### src/design/wdt_pkg.sv
/*
 * Constants for the windowed watchdog timer: register offsets, field
 * positions, reset values, service codes and timing counts.
 * Assumes a 100 MHz APB clock with 32-bit data and word-aligned registers.
 */
package wdt_pkg;

    // Register byte offsets.
    localparam logic [7:0] WDT_OFS_RESET_STATUS = 8'h00;
    localparam logic [7:0] WDT_OFS_OPTIONS_ONE = 8'h04;
    localparam logic [7:0] WDT_OFS_OPTIONS_TWO = 8'h08;
    localparam logic [7:0] WDT_OFS_COUNT = 8'h0c;
    localparam logic [7:0] WDT_OFS_IRQ_STATUS = 8'h10;
    localparam logic [7:0] WDT_OFS_IRQ_MASK = 8'h14;

    // Field positions.
    localparam int WDT_TSEL_LSB = 0;
    localparam int WDT_CLKSEL_BIT = 7;
    localparam int WDT_WINEN_BIT = 6;
    localparam int WDT_RS_ENABLED_BIT = 0;
    localparam int WDT_RS_ARMED_BIT = 1;
    localparam int WDT_RS_WINOPEN_BIT = 2;
    localparam int WDT_RS_LOCKED_BIT = 3;
    localparam int WDT_EV_TIMEOUT = 0;
    localparam int WDT_EV_BADCODE = 1;
    localparam int WDT_EV_EARLY = 2;
    localparam int WDT_EV_SERVICED = 3;
    localparam int WDT_EV_W = 4;

    // Reset values.
    localparam logic [1:0] WDT_TSEL_RESET = 2'h3;
    localparam logic WDT_CLKSEL_RESET = 1'b0;
    localparam logic WDT_WINEN_RESET = 1'b0;
    localparam logic [WDT_EV_W-1:0] WDT_MASK_RESET = 4'h0;

    // Service codes written to the reset status address.
    localparam logic [31:0] WDT_CODE_FIRST = 32'h0000_0055;
    localparam logic [31:0] WDT_CODE_SECOND = 32'h0000_00aa;

    // Counter width covers the longest overflow count.
    localparam int WDT_CNT_W = 18;

    // Overflow counts as powers of two, for codes 01, 10 and 11.
    localparam int WDT_LPO_EXP1 = 5;
    localparam int WDT_LPO_EXP2 = 8;
    localparam int WDT_LPO_EXP3 = 10;
    localparam int WDT_BUS_EXP1 = 13;
    localparam int WDT_BUS_EXP2 = 16;
    localparam int WDT_BUS_EXP3 = 18;

    // The window opens once three quarters of the period have passed.
    localparam int WDT_WIN_NUM = 3;
    localparam int WDT_WIN_DEN = 4;

    // Low-power clock period and the bus clock period, in nanoseconds.
    localparam int WDT_LPO_PERIOD_NS = 1000000;
    localparam int WDT_PCLK_PERIOD_NS = 10;
    localparam int WDT_LPO_DIV = WDT_LPO_PERIOD_NS / WDT_PCLK_PERIOD_NS;

    typedef enum logic [1:0] {
        WDT_APB_IDLE,
        WDT_APB_WAIT,
        WDT_APB_DONE
    } wdt_apb_type;

endpackage : wdt_pkg

### src/design/wdt_top.sv
/*
 * Windowed watchdog timer with an APB register slave and a level interrupt.
 * Assumes one 100 MHz clock, an asynchronous active-low reset that the system
 * reset logic asserts after a reset request, and an APB master on pclk.
 */
// What this block does
// After any reset, watchdog runs without software.
// Timeout code zero disables counting, timeout and early resets.
// Software writes 0x0055 then 0x00AA to service.
// Service writes leave reset status contents unchanged except the window-open bit.
// Completed sequence clears counter, restarts period.
// Counter overflow issues a system reset request.
// Any other written value requests reset at once.
// Clock select: 0 low-power clock, 1 bus.
// Three nonzero timeout codes pick three counts.
// Counts 2^5/2^8/2^10 and 2^13/2^16/2^18.
// Reset default: low-power clock, longest timeout.
// Window opens in the final quarter of period.
// Window needs window enable and bus clock.
// Service before window opens requests reset.
// Low-power clock ignores window enable bit.
// Clock and window bits accept first write only.
// Reset request is one registered pulse.
`timescale 1ns/1ns
module wdt_top
    import wdt_pkg::*;
#(
    parameter int LPO_DIV = WDT_LPO_DIV
)
(
    input wire logic pclk,
    input wire logic presetn,
    input wire logic psel,
    input wire logic penable,
    input wire logic pwrite,
    input wire logic [7:0] paddr,
    input wire logic [31:0] pwdata,
    output logic [31:0] prdata,
    output logic pready,
    output logic pslverr,
    output logic wdt_reset_req,
    output logic wdt_irq
);

    // Overflow count for a clock source and timeout code.
    // Code zero gives zero; the enable term keeps that from acting except on the window-open status bit.
    function automatic logic [WDT_CNT_W:0] wdt_limit(input logic bus_src, input logic [1:0] tsel);
        logic [WDT_CNT_W:0] lim;
        lim = '0;
        unique case (tsel)
            2'h1: lim[bus_src ? WDT_BUS_EXP1 : WDT_LPO_EXP1] = 1'b1;
            2'h2: lim[bus_src ? WDT_BUS_EXP2 : WDT_LPO_EXP2] = 1'b1;
            2'h3: lim[bus_src ? WDT_BUS_EXP3 : WDT_LPO_EXP3] = 1'b1;
            2'h0: lim = '0;
        endcase
        return lim;
    endfunction : wdt_limit

    // Decode of a mapped register offset, used only for the slave error path.
    function automatic logic wdt_mapped(input logic [7:0] addr);
        return addr == WDT_OFS_RESET_STATUS || addr == WDT_OFS_OPTIONS_ONE ||
            addr == WDT_OFS_OPTIONS_TWO || addr == WDT_OFS_COUNT ||
            addr == WDT_OFS_IRQ_STATUS || addr == WDT_OFS_IRQ_MASK;
    endfunction : wdt_mapped

    wdt_apb_type apb_q;
    logic [31:0] prdata_q;
    logic pready_q;
    logic pslverr_q;
    logic [1:0] timeout_select_q;
    logic watchdog_clock_select_q;
    logic window_enable_q;
    logic options_two_locked_q;
    logic [31:0] lpo_div_q;
    logic lpo_tick_q;
    logic [WDT_CNT_W-1:0] count_q;
    logic armed_q;
    logic reset_req_q;
    logic [WDT_EV_W-1:0] ev_status_q;
    logic [WDT_EV_W-1:0] ev_mask_q;
    logic irq_q;

    logic done;
    logic wr_done;
    logic rd_done;
    logic enabled;
    logic window_mode;
    logic tick;
    logic [WDT_CNT_W:0] limit;
    logic [WDT_CNT_W:0] win_open;
    logic win_is_open;
    logic overflow;
    logic srs_write;
    logic code_first;
    logic code_second;
    logic bad_code;
    logic early;
    logic serviced;
    logic [WDT_EV_W-1:0] ev_set;
    logic [31:0] rd_value;

    // The transfer completes at the edge where the master sees pready high.
    assign done = psel && penable && pready_q;
    assign wr_done = done && pwrite && !pslverr_q;
    assign rd_done = done && !pwrite && !pslverr_q;

    // Window mode needs the bus clock; on the slow clock the enable bit is kept but ignored.
    assign enabled = timeout_select_q != 2'h0;
    assign window_mode = window_enable_q && watchdog_clock_select_q;
    assign tick = watchdog_clock_select_q ? 1'b1 : lpo_tick_q;
    assign limit = wdt_limit(watchdog_clock_select_q, timeout_select_q);
    assign win_open = (WDT_CNT_W + 1)'((limit / WDT_WIN_DEN) * WDT_WIN_NUM);
    assign win_is_open = {1'b0, count_q} >= win_open;
    // Greater-or-equal rather than equal: shortening the timeout below the
    // present count must still end the period instead of waiting for a wrap.
    assign overflow = enabled && tick && ({1'b0, count_q} >= limit - 1'b1);

    // Only completed transfers without a slave error act on the service address.
    assign srs_write = wr_done && paddr == WDT_OFS_RESET_STATUS;
    assign code_first = srs_write && pwdata == WDT_CODE_FIRST;
    assign code_second = srs_write && pwdata == WDT_CODE_SECOND;
    assign bad_code = srs_write && !code_first && !code_second;
    // In window mode every service code before the window opens is early,
    // a lone second code included, and requests a reset at once.
    assign early = srs_write && !bad_code && enabled && window_mode && !win_is_open;
    assign serviced = code_second && armed_q && !early;

    assign ev_set = {serviced, early, bad_code, overflow};

    always_comb
    begin
        rd_value = 32'h0000_0000;
        unique case (paddr)
            WDT_OFS_RESET_STATUS:
            begin
                rd_value[WDT_RS_ENABLED_BIT] = enabled;
                // The arm state is not shown, so that a service write never
                // changes what this read-only register returns except in the window-open bit.
                rd_value[WDT_RS_WINOPEN_BIT] = window_mode && win_is_open;
                rd_value[WDT_RS_LOCKED_BIT] = options_two_locked_q;
            end
            WDT_OFS_OPTIONS_ONE: rd_value[WDT_TSEL_LSB +: 2] = timeout_select_q;
            WDT_OFS_OPTIONS_TWO:
            begin
                rd_value[WDT_CLKSEL_BIT] = watchdog_clock_select_q;
                rd_value[WDT_WINEN_BIT] = window_enable_q;
            end
            WDT_OFS_COUNT: rd_value[WDT_CNT_W-1:0] = count_q;
            WDT_OFS_IRQ_STATUS: rd_value[WDT_EV_W-1:0] = ev_status_q;
            WDT_OFS_IRQ_MASK: rd_value[WDT_EV_W-1:0] = ev_mask_q;
            default: rd_value = 32'h0000_0000;
        endcase
    end

    // One wait state lets pready and prdata come straight from flip-flops.
    always_ff @(posedge pclk or negedge presetn)
    begin
        if (!presetn)
        begin
            apb_q <= WDT_APB_IDLE;
            pready_q <= 1'b0;
            prdata_q <= 32'h0000_0000;
            pslverr_q <= 1'b0;
        end
        else
        begin
            unique case (apb_q)
                WDT_APB_IDLE:
                begin
                    if (psel && !penable)
                    begin
                        apb_q <= WDT_APB_WAIT;
                    end
                end
                WDT_APB_WAIT:
                begin
                    apb_q <= WDT_APB_DONE;
                    pready_q <= 1'b1;
                    // A write carries no read data, so prdata stays zero for it.
                    prdata_q <= pwrite ? 32'h0000_0000 : rd_value;
                    pslverr_q <= !wdt_mapped(paddr);
                end
                WDT_APB_DONE:
                begin
                    apb_q <= WDT_APB_IDLE;
                    pready_q <= 1'b0;
                    prdata_q <= 32'h0000_0000;
                    pslverr_q <= 1'b0;
                end
            endcase
        end
    end

    // Timeout select stays writable; reset puts it on the longest period.
    always_ff @(posedge pclk or negedge presetn)
    begin
        if (!presetn)
        begin
            timeout_select_q <= WDT_TSEL_RESET;
        end
        else if (wr_done && paddr == WDT_OFS_OPTIONS_ONE)
        begin
            timeout_select_q <= pwdata[WDT_TSEL_LSB +: 2];
        end
    end

    // Clock source and window mode lock after the first write so that a
    // runaway program cannot weaken the watchdog.
    always_ff @(posedge pclk or negedge presetn)
    begin
        if (!presetn)
        begin
            watchdog_clock_select_q <= WDT_CLKSEL_RESET;
            window_enable_q <= WDT_WINEN_RESET;
            options_two_locked_q <= 1'b0;
        end
        else if (wr_done && paddr == WDT_OFS_OPTIONS_TWO && !options_two_locked_q)
        begin
            watchdog_clock_select_q <= pwdata[WDT_CLKSEL_BIT];
            window_enable_q <= pwdata[WDT_WINEN_BIT];
            options_two_locked_q <= 1'b1;
        end
    end

    // The 1 kHz low-power clock is an enable pulse from a divider.
    always_ff @(posedge pclk or negedge presetn)
    begin
        if (!presetn)
        begin
            lpo_div_q <= 32'h0000_0000;
            lpo_tick_q <= 1'b0;
        end
        else if (lpo_div_q == 32'(LPO_DIV - 1))
        begin
            lpo_div_q <= 32'h0000_0000;
            lpo_tick_q <= 1'b1;
        end
        else
        begin
            lpo_div_q <= lpo_div_q + 32'h0000_0001;
            lpo_tick_q <= 1'b0;
        end
    end

    // Any reset request restarts the count, whichever event raised it.
    always_ff @(posedge pclk or negedge presetn)
    begin
        if (!presetn)
        begin
            count_q <= '0;
        end
        else if (!enabled || serviced || overflow || reset_req_q)
        begin
            count_q <= '0;
        end
        else if (tick)
        begin
            count_q <= count_q + 1'b1;
        end
    end

    // The first code arms the sequence; anything else written disarms it.
    always_ff @(posedge pclk or negedge presetn)
    begin
        if (!presetn)
        begin
            armed_q <= 1'b0;
        end
        else if (srs_write)
        begin
            armed_q <= code_first && !early;
        end
        else if (reset_req_q)
        begin
            armed_q <= 1'b0;
        end
    end

    // The request is a one-cycle pulse; the system reset logic stretches it.
    always_ff @(posedge pclk or negedge presetn)
    begin
        if (!presetn)
        begin
            reset_req_q <= 1'b0;
        end
        else
        begin
            reset_req_q <= overflow || bad_code || early;
        end
    end

    // Sticky events; a read of the status register clears them, but an
    // event in the same cycle as the read is kept.
    always_ff @(posedge pclk or negedge presetn)
    begin
        if (!presetn)
        begin
            ev_status_q <= '0;
        end
        else if (rd_done && paddr == WDT_OFS_IRQ_STATUS)
        begin
            ev_status_q <= ev_set;
        end
        else
        begin
            ev_status_q <= ev_status_q | ev_set;
        end
    end

    // Mask bits only gate the interrupt; events are recorded regardless.
    always_ff @(posedge pclk or negedge presetn)
    begin
        if (!presetn)
        begin
            ev_mask_q <= WDT_MASK_RESET;
        end
        else if (wr_done && paddr == WDT_OFS_IRQ_MASK)
        begin
            ev_mask_q <= pwdata[WDT_EV_W-1:0];
        end
    end

    // The interrupt lags the status by one cycle so that it leaves a flip-flop.
    always_ff @(posedge pclk or negedge presetn)
    begin
        if (!presetn)
        begin
            irq_q <= 1'b0;
        end
        else
        begin
            irq_q <= |(ev_status_q & ev_mask_q);
        end
    end

    // Reset status holds no storage, so service writes alter only its window-open bit.
    assign prdata = prdata_q;
    assign pready = pready_q;
    assign pslverr = pslverr_q;
    assign wdt_reset_req = reset_req_q;
    assign wdt_irq = irq_q;

endmodule : wdt_top

### config.mk
export PLATFORM = sky130hd
export DESIGN_NAME = wdt_top
export DESIGN_NICKNAME = d
export VERILOG_FILES = /design/src/design/wdt_pkg.sv /design/src/design/wdt_top.sv
export SDC_FILE = /design/constraint.sdc
export NUM_CORES = 1
export LEC_CHECK = 0
export BUFFER_PORTS_ARGS = -buffer_cell sky130_fd_sc_hd__buf_2
export CORE_ASPECT_RATIO = 0.7
export CORE_MARGIN = 10
export CORE_UTILIZATION = 30
export DETAILED_ROUTE_END_ITERATION = 16
export GPL_TIMING_DRIVEN = 0
export PLACE_DENSITY_LB_ADDON = 0.25
export REMOVE_ABC_BUFFERS = 1
export SYNTH_ARGS = -nofsm -noshare
export SYNTH_HDL_FRONTEND = slang
export SYNTH_SLANG_ARGS = --single-unit
### constraint.sdc
create_clock -name pclk -period 5.5 [get_ports pclk]
set_input_delay 0.55 -clock pclk [delete_from_list [all_inputs] [get_ports pclk]]
set_output_delay 0.55 -clock pclk [all_outputs]
set_load 0.005 [all_outputs]
# == After elaboration in Yosys (flattened, before gate mapping) ==
# Cells that the tools add are included.
# word_totals
output_inout_bits,36
inputBits,45
wordCells,134
ff_bits,103
# op_classes
multipliers,1
n_eq_ne,14
n_lt_le_gt_ge,8
mux,30
add_sub_neg,3
reduce_logical,60
bitwise,2
# op_table
cell,n
$pmux 19 s4,1
$pmux 32 s2,1
$mux 18,3
$ge 18x19->1,2
$add 32x1->32 const B,1
$eq 32x17->1 const B,1
$eq 32x7->1 const B,1
$eq 32x8->1 const B,1
$mux 32,1
$logic_and 1x1->1,31
$mul 17x2->19 const B,1
$sub 19x1->19 const B,1
$add 18x1->18 const B,1
$eq 8x4->1 const B,2
$eq 8x5->1 const B,2
$demux 1 s5,3
$lt 5x6->1 const B,2
$logic_not 1->1,11
$ge 5x1->1 const B,2
$logic_or 1x1->1,10
$mux 10,1
$mux 5,2
$eq 8x3->1 const B,1
$logic_not 8->1,1
19 further kinds,35

# == Longest topological paths before layout ==
# Gate-level depths: netlist of run 1.
# depth
word_depth,20
mapped_depth,11
ltp_nobuf,10

# == Least setup slack after synthesis of run 1 ==
# No wires, ideal clock.
# synth_timing
path_kind,flip-flop to flip-flop
startpoint,register timeout_select_q[0]
endpoint,register ev_status_q[3]
arrival_time_ps,2518
path_stages_with_launch,12
setup_slack_ps,2864
required_ps,5382
setup_time_ps,118
n_path_buf,3
synth_period_minus_slack_ps,2636
cell_sequence,dfstp_2 > buf_2 > nand2_1 > or2_2 > ha_1 > nor2b_1 > o211ai_1 > a311oi_4 > o31a_1 > buf_6 > buf_12 > a21o_1
# synth_via
elab_chain_cells,10
elab_cells_between_ends,16
cone_classes,mul (1); order compare (1); eq/ne (3); mux (2); bitwise (1); reduce/logical (8)
# synth_lines
item,line,rtl
from (decl),wdt_top.sv:70,logic [1:0] timeout_select_q;
from (signal assigned),wdt_top.sv:203,timeout_select_q <= pwdata[WDT_TSEL_LSB +: 2];
"$eq 2x2->1, or another cell as far along",wdt_top.sv:50,unique case (tsel)
$pmux 19 s4,wdt_top.sv:50,
$mul 17x2->19,wdt_top.sv:112,assign win_open = (WDT_CNT_W + 1)'((limit / WDT_WIN_DEN) * WDT_WIN_NUM);
$ge 18x19->1,wdt_top.sv:113,"assign win_is_open = {1'b0, count_q} >= win_open;"
$logic_not 1->1,wdt_top.sv:125,assign early = srs_write && !bad_code && enabled && window_mode && !win_is_open;
$logic_and 1x1->1 *,wdt_top.sv:125,
$logic_not 1->1 *,wdt_top.sv:126,assign serviced = code_second && armed_q && !early;
$logic_and 1x1->1 *,wdt_top.sv:126,
$or 4x4->4,wdt_top.sv:306,ev_status_q <= ev_status_q | ev_set;
$mux 4 *,wdt_top.sv:300,else if (rd_done && paddr == WDT_OFS_IRQ_STATUS)
to (signal assigned),wdt_top.sv:302,ev_status_q <= ev_set;
to (signal assigned),wdt_top.sv:306,
to (decl),wdt_top.sv:79,logic [WDT_EV_W-1:0] ev_status_q;
# Every way passes the cells marked *; elsewhere a longest branch is shown, timed or not.
# A chain may end at the register's enable or synchronous reset.

# == Worst setup path in the final report of run 1 ==
# layout_timing
startpoint,register watchdog_clock_select_q
endpoint,register count_q[17]
# layout_via
elab_chain_cells,16
elab_cells_between_ends,37
cone_classes,add/sub (1); mul (1); order compare (8); mux (12); reduce/logical (15)
# layout_lines
item,line,rtl
from (decl),wdt_top.sv:71,logic watchdog_clock_select_q;
from (signal assigned),wdt_top.sv:219,watchdog_clock_select_q <= pwdata[WDT_CLKSEL_BIT];
"$mux 5, or another cell as far along",wdt_top.sv:53,2'h3: lim[bus_src ? WDT_BUS_EXP3 : WDT_LPO_EXP3] = 1'b1;
"$lt 5x6->1 (not written as such), or another cell as far along",wdt_top.sv:53,
$logic_and 1x1->1 (on tied branches),"wdt_top.sv:53, wdt_top.sv:51, wdt_top.sv:52",
$mux 1 (on tied branches),"wdt_top.sv:53, wdt_top.sv:51, wdt_top.sv:52",
$demux 1 s5 (on tied branches),"wdt_top.sv:53, wdt_top.sv:51, wdt_top.sv:52",
$pmux 19 s4,wdt_top.sv:50,
$mul 17x2->19,wdt_top.sv:112,
$ge 18x19->1,wdt_top.sv:113,
$logic_not 1->1,wdt_top.sv:125,
$logic_and 1x1->1,wdt_top.sv:125,
$logic_not 1->1,wdt_top.sv:126,
$logic_and 1x1->1,wdt_top.sv:126,
$logic_or 1x1->1 (3 in a row),wdt_top.sv:252,else if (!enabled || serviced || overflow || reset_req_q)
$mux 18 / $reduce_bool 2->1 (equally long branches),n/a,
to (signal assigned),wdt_top.sv:258,count_q <= count_q + 1'b1;
to (decl),wdt_top.sv:76,logic [WDT_CNT_W-1:0] count_q;
# Several ways; a longest one is shown, not always the timed one.

==> results of run 1 <==
## where the power goes
group,switching [W],internal (W),total [W]
clock network,0.000308,0.000327,0.000634
logic,0.000126,0.0000548,0.000181
registers,0.00000971,0.000669,0.000679
## worst max-delay path by stage
| stage | endpoint | slack, ns | cells past startpoint |
|---|---|---|---|
| finish | count_q[17] | 1.87 | 7 |
| global route | count_q[7] | 1.58 | 7 |
| CTS | count_q[17] | 1.84 | 7 |
| floorplan | count_q[0] | 2.65 | 7 |
| detailed placement | count_q[17] | 1.85 | 7 |
| global placement | count_q[17] | 1.96 | 7 |
## stage by stage
step / setup slack, ns / instances / hold slack (ns) / power (W) / utilization, %
floorplan: 2.65 / 487 / 0.254 / 0.000788 / -
global placement: 1.96 / 784 / 0.457 / 0.000867 / 33.1
detailed placement: 1.85 / 785 / 0.460 / 0.000878 / 33.3
CTS: 1.84 / 801 / 0.164 / 0.00152 / 35.1
global route: 1.58 / 801 / 0.182 / 0.00157 / 35.1
finish: 1.87 / 801 / 0.158 / 0.00149 / 35.1
## critical path: stages (launching register included)
cell	delay (ns)
sky130_fd_sc_hd__dfrtp_1	0.72
sky130_fd_sc_hd__nand3_1	0.28
sky130_fd_sc_hd__ha_1	0.38
sky130_fd_sc_hd__nand3_1	0.10
sky130_fd_sc_hd__or4b_4	0.56
sky130_fd_sc_hd__a311oi_4	0.31
sky130_fd_sc_hd__o31a_1	0.94
sky130_fd_sc_hd__nor3_1	0.16
## cell type report
cell class	count	area [sq um]	share of cell area [%]
flip-flops and latches	89	2230	37.2
clock buffers	9	225	3.76
well taps	231	289	4.82
multi-input cells	384	2750	45.9
clock inverters	7	83.8	1.40
repair buffers	67	360	6.02
inverters	14	52.6	0.877
## cell usage in the layout (no fill, tap or decap), types with 14 or more instances in the layout
cell type / Yosys / layout
sky130_fd_sc_hd__a22o_1: 14 / 14
sky130_fd_sc_hd__buf_2: 2 / 65
sky130_fd_sc_hd__conb_1: 1 / 14
sky130_fd_sc_hd__dfrtp_1: 87 / 87
sky130_fd_sc_hd__ha_1: 31 / 31
sky130_fd_sc_hd__inv_1: 14 / 14
sky130_fd_sc_hd__nand2_1: 39 / 39
sky130_fd_sc_hd__nand3_1: 27 / 27
sky130_fd_sc_hd__nor2_1: 34 / 34
sky130_fd_sc_hd__nor3_1: 16 / 16
sky130_fd_sc_hd__nor4_1: 16 / 16
sky130_fd_sc_hd__xnor2_1: 28 / 28
sky130_fd_sc_hd__xor2_1: 19 / 19
## kinds of logic after synthesis
kind of cell	count (synthesis)
DFF	89
adders and majority gates	31
xor gates and xnor gates	47
AOI/OAI and AO/OA	71
muxes	16
buffers and inverters	43
and+or+nand+nor	205
other	1
## state kept, by name (all words and copies together) (netlist names), 2 cells and up
signal and flops:
apb_q 2, count_q 18, ev_mask_q 4, ev_status_q 4
lpo_div_q 32, prdata 18, timeout_select_q 2
## per-layer routing
| layer | vias to the layer above | track usage (%) |
|---|---|---|
| li1 | 1931 | - |
| met1 | 1960 | 16.3 |
| met2 | 81 | 17.8 |
| met3 | 10 | 2.54 |
| met4 | 0 | 2.81 |
| met5 | - | 0 |
==> summary.md, run 1 <==
| Metric | Value |
|---|---|
| DRC violation total after the first TritonRoute iteration | between 200 and 300 |
| Number of core rows | 40 |
| Placed cell areas | roughly 0.0057 sq mm |
| Top flip-flop cell by instance count after synthesis | sky130_fd_sc_hd__dfrtp_1 |
| Number of gates given a new drive strength after cts | 0 |
| Post-Synth Adder-Cell Area | about 7.5% |
| Worst slew margin relative to its limit | about a quarter |
| Fraction of the yosys area taken by sequential cells | between 40% and 50% |
| Leading cell types by count after synthesis | sky130_fd_sc_hd__dfrtp_1, sky130_fd_sc_hd__nand2_1, sky130_fd_sc_hd__nor2_1, sky130_fd_sc_hd__ha_1, sky130_fd_sc_hd__xnor2_1 |
| Overall via count from detail_route | 3982 |
| Sum of met2 wire segment lengths after detailed routing | between 5000 and 6000 microns |
| Worst Reg2Reg Path Length in Cells | 7 |
| Transition at the pin with the smallest max-transition slack | around 1.1 ns |
| Area share of the largest cell type after synthesis | about 42% |
| Width of the die | around 180 microns |
| Maximum number of pins on one net before global-route repair | 57 |
| Syn Std Cell Area | about 0.0052 sq mm |
| Yosys reg bits | 89 |
| Nature of the critical path startpoint | flip-flop |
| Total wirelength of the detailed-routed design | ~13000 microns |
| Total power per unit cell area | 249 mW/mm^2 |
| Gpl congestion | 0.822 |
| Detail-routed net length per standard cell | between 15 and 20 microns |
| Total track usage | 11.6% |
| Final Critical Period | roughly 3.6 ns |
| Worst Setup End Kind | flip-flop |
| Post-detailed-route count of antenna-violating nets | 0 |
| Number of warnings reported in the yosys synthesis log | 0 |
| Final Cycle Share | ~66% |
| Worst voltage drop across the vdd grid | between 0.1 and 0.15 mV |
| Launch point of the critical path | watchdog_clock_select_q |
| Number of top-level design ports | 81 |
| Post-CTS Setup Bufs | 0 |
| Maximum root-to-sink buffer count | 2 |
| Result of the run | completed |
| Starting density of the core | ~30% |
| Die Span Y | 130 microns |
| Crit Path Max Fanout | 19 |
| Category of the critical setup timing path | flip-flop to flip-flop |
| XOR/XNOR share of the synthesized area | under 10% |
| Leakage component of the power | 2.80 nW |
| Full die area | about 0.023 sq mm |
| Cts bufs inserted | 9 |
| Proportion of synthesized area in mux cells | under 10% |
| Fraction of the mapped netlist area in compound gates | 10.1% |
| Data arrival, critical path | between 3 and 4 ns |
| Simple logic cell fraction of the synthesized area | 23.3% |
| Wl on met1 | about 6700 microns |
| Highest layer used for signal routing | met4 |
| Number of flops mapped to enable cells by yosys | 0 |
| Global route total overflow | 0 |
| Post-detailed-route via-to-cell ratio | about 5.0 |
| Cts-stage hold buffer count | 0 |
| Fraction of synthesis flops using an asynchronous set or reset pin | between 90% and 100% |
| Iteration count of the initial detailed-routing pass | 4 |
| Yosys top cell by area | sky130_fd_sc_hd__dfrtp_1 |
| Average cell area after synthesis | a little over 10 sq um |
| Data required time at the worst endpoint | about 5.7 ns |
| Final worst clock skew | 0.00892 ns |
| Setup slack of the worst register-to-register path | between 1.5 and 2 ns |
| Quantity of I/O buffers inserted on ports | 66 |
| Reg-to-Reg End | count_q[17] |
| Fraction of final layout cells sized beyond drive strength 1 | between 20 and 25% |
| Number of global-route vias before repair | between 4000 and 5000 |
| Type of the most critical hold path | input port to asynchronous set/reset pin |
| Placed wire-length estimate | between 9000 and 10000 microns |
| Antenna violations before repair | 0 |
| Wire length of the first global-routing pass | around 22000 microns |
| Drc violations | 0 |
| Antenna diodes | 0 |
| Fillers | around 1700 |
| H-tree level count | 3 |
| Clk pin slew, worst setup/hold paths | approximately 0.080 ns |
| Final instance area | ~0.0060 sq mm |
| Core Footprint | 0.0171 sq mm |
| Final number of max-transition violations | 0 |
| Setup violators final | 0 |
| Setup repair after global routing missed its margin | false |
| Clock root cell | sky130_fd_sc_hd__clkbuf_16 |
| CTS tree | done |
| Setup TNS Final | 0 ns |
| Count of nets after finishing | 641 |
| Max cap viols | 0 |
| Maximum clock rate | 275 MHz |
| TritonCTS sink count | about 90 |
| Most frequent cell after synthesis | sky130_fd_sc_hd__dfrtp_1 |
| Worst r2r src | watchdog_clock_select_q |
| Synth-to-Final Area Change | 15.7% |
| Largest family of logic cells by synthesized area | simple AND/OR/NAND/NOR gates |
| Number of instances in the synthesized netlist | slightly above 500 |
| Number of hold violations in the final report | 0 |
| Met3 wire length | approximately 580 microns |
| Unique masters post-synth | between 50 and 60 |
| Cell types with the largest area share after synthesis | sky130_fd_sc_hd__dfrtp_1, sky130_fd_sc_hd__ha_1, sky130_fd_sc_hd__xnor2_1 |
| Insertion delay to the later sink of the worst-skew pair | 0.35 ns |
Power figures use the tool's default switching activity.
==> inputs of run 2 (changes only) <==
Clock period 5.5 ns to 2.92 ns, I/O delays scaled along.
==> run 2 against run 1 <==
Effect of this change:
- critical path depth grew 2
- core utilization grew 0.65 points
- flip-flop and latch count did not move
- first-iteration DRC count decreased by 7.6%
- via count grew 0.33%
- clock power up 89%
- global-route usage up 0.069 points
- worst setup slack worse by 1.7 ns
- total power up 89%
- fmax increased by 32%
- combinational power up 91%
- wire length up 1.1%
- largest power group unchanged
==> summary.md, run 2 (synthesized netlist as in run 1, its figures left out) <==
| Metric | Value |
|---|---|
| Result of the run | completed |
| Number of global-route vias before repair | 4156 (+0.80%) |
| Number of core rows | 40 (unchanged) |
| Transition at the pin with the smallest max-transition slack | 0.875 ns (-0.269 ns) |
| Die Span Y | 130 microns (unchanged) |
| DRC violation total after the first TritonRoute iteration | 255 (-7.6%) |
| Antenna diodes | 0 (unchanged) |
| Sequential cell area | 0.00223 sq mm (about the same) |
| Post-detailed-route via-to-cell ratio | 4.95 (-0.42%) |
| Worst voltage drop across the vdd grid | 0.242 mV (+90%) |
| Power Total | 0.00282 W (+89%) |
| Data arrival, critical path | 3.00 ns (-0.81 ns) |
| Area of the multi-input gates | 0.00279 sq mm (+1.4%) |
| Number of hold violations in the final report | 0 (unchanged) |
| Clk pin slew, worst setup/hold paths | 0.07 ns (about the same) |
| Width of the die | 177 microns (unchanged) |
| Starting density of the core | 30.3% (unchanged) |
| Maximum number of pins on one net before global-route repair | 57 (unchanged) |
| Max reg flops | 32 (unchanged) |
| Category of the critical setup timing path | flip-flop to flip-flop |
| Final Core Density | 35.8% (+0.65 points) |
| Total power per unit cell area | 463 mW/mm^2 (+86%) |
| Full die area | 0.0230 sq mm (unchanged) |
| Drc violations | 0 (unchanged) |
| Cts bufs inserted | 9 (unchanged) |
| Fraction of final layout cells sized beyond drive strength 1 | 22.0% (+1.5 points) |
| Final Critical Period | 2.74 ns (-0.891 ns) |
| Final number of max-transition violations | 0 (unchanged) |
| Nature of the critical path startpoint | flip-flop |
| Wire length of the first global-routing pass | 21900 microns (+0.50%) |
| Max cap viols | 0 (unchanged) |
| Worst slew margin relative to its limit | 41.1% (+18 points) |
| Global route total overflow | 0 (unchanged) |
| Number of top-level design ports | 81 (unchanged) |
| Gpl congestion | 0.822 (unchanged) |
| Count of nets after finishing | 647 (+0.94%) |
| Quantity of I/O buffers inserted on ports | 66 (unchanged) |
| TritonCTS sink count | 89 (unchanged) |
| Final Cycle Share | 94.0% (+28 points) |
| Setup repair after global routing missed its margin | false |
| Leakage component of the power | 2.85 nW (+1.5%) |
| Total wirelength of the detailed-routed design | 13100 microns (+1.1%) |
| Post-detailed-route count of antenna-violating nets | 0 (unchanged) |
| Most common cell after layout, fill and taps aside | sky130_fd_sc_hd__dfrtp_1 |
| Setup violators final | 0 (unchanged) |
| Final worst clock skew | 0.00936 ns (+0.000448 ns) |
| Antenna violations before repair | 0 (unchanged) |
| Placed cell areas | 0.00568 sq mm (unchanged) |
| Final instance area | 0.00610 sq mm (+1.9%) |
| Maximum clock rate | 364 MHz (+32%) |
| Commonest non-fill, non-tap cells in the layout | sky130_fd_sc_hd__dfrtp_1, sky130_fd_sc_hd__buf_2, sky130_fd_sc_hd__nand2_1, sky130_fd_sc_hd__nor2_1, sky130_fd_sc_hd__ha_1 |
| Placed wire-length estimate | 9870 microns (unchanged) |
| Register with the highest flop count | lpo_div_q |
| Crit Path Max Fanout | 14 (-5) |
| Overall via count from detail_route | 3995 (+0.33%) |
| Detail-routed net length per standard cell | 16.3 microns (+0.35%) |
| Type of the most critical hold path | input port to flip-flop |
| CTS tree | done |
| H-tree level count | 3 (unchanged) |
| Core Footprint | 0.0171 sq mm (unchanged) |
| Iteration count of the initial detailed-routing pass | 5 (+1) |
| Maximum root-to-sink buffer count | 2 (unchanged) |
| Clock root cell | sky130_fd_sc_hd__clkbuf_16 |
| Fillers | 1717 (-0.64%) |
| Data required time at the worst endpoint | 3.18 ns (-2.50 ns) |
| Total track usage | 11.7% (+0.069 points) |
| Worst Setup End Kind | flip-flop |
| Synth-to-Final Area Change | 17.8% |
| Smallest hold slack | 0.196 ns (+0.0380 ns) |
| Insertion delay to the later sink of the worst-skew pair | 0.35 ns (about the same) |
[run 2: what timing repair did]
item | in CTS | in global routing
resized for setup | 5 | 3
setup endpoints to repair | 19 | 31
hold buffers | 1 | 0
pin swaps | 1 | 1
hold endpoints to repair | 31 | 0
buffers inserted | 1 | 4
[run 2: area by class of cell]
| cell class | count | share of cell area [%] |
|---|---|---|
| tap | 231 | 4.74 |
| inverter | 14 | 0.861 |
| clock inverter | 7 | 1.37 |
| clock buffer | 9 | 3.69 |
| sequential | 89 | 36.6 |
| timing repair buffer | 73 | 7.09 |
| multi-input combinational | 384 | 45.7 |
[run 2: routing by layer]
metal	vias up	GRT usage, %	wire [microns]
li1	1945	-	-
met1	1972	16.3	6740
met2	71	17.9	5700
met3	7	2.54	553
met4	0	2.81	129
met5	-	0	0
[run 2: worst paths after layout]
| kind | depth (start not counted) | start | end | slack [ns] |
|---|---|---|---|---|
| hold / removal | 3 | pwdata[1] | timeout_select_q[1] | 0.20 |
| max in group asynchronous | 3 | presetn | lpo_div_q[3] | 1.82 |
| setup / recovery | 9 | timeout_select_q[0] | count_q[17] | 0.18 |
| min in group asynchronous | 2 | presetn | apb_q[0] | 0.44 |
| hold reg to reg | 1 | lpo_div_q[4] | lpo_div_q[4] | 0.48 |
| setup reg to reg | 9 | timeout_select_q[0] | count_q[17] | 0.18 |
[run 2: where the power goes]
group	switching, W	internal (W)	total (W)
Clock	0.000584	0.000615	0.00120
Combinational	0.000240	0.000106	0.000346
Sequential	0.0000183	0.00126	0.00128
[run 2: through the flow]
step	setup TNS [ns]	instances	worst slack [ns]
6_report	0	807	0.176
5_1_grt	0	807	0.00669
4_1_cts	0	803	0.0779
3_5_place_dp	-12.95	785	-0.726
3_3_place_gp	-10.83	784	-0.615
2_1_floorplan	0	487	0.0722
[run 2: critical path, cell delays in order, from the launching register on]
cell and delay, ns:
sky130_fd_sc_hd__dfstp_2 0.61, sky130_fd_sc_hd__nand2_1 0.14, sky130_fd_sc_hd__or2_2 0.33, sky130_fd_sc_hd__ha_1 0.27
sky130_fd_sc_hd__nor2b_1 0.12, sky130_fd_sc_hd__o211ai_1 0.25, sky130_fd_sc_hd__a311oi_4 0.18, sky130_fd_sc_hd__o31a_4 0.38
sky130_fd_sc_hd__buf_12 0.16, sky130_fd_sc_hd__nor3_1 0.21
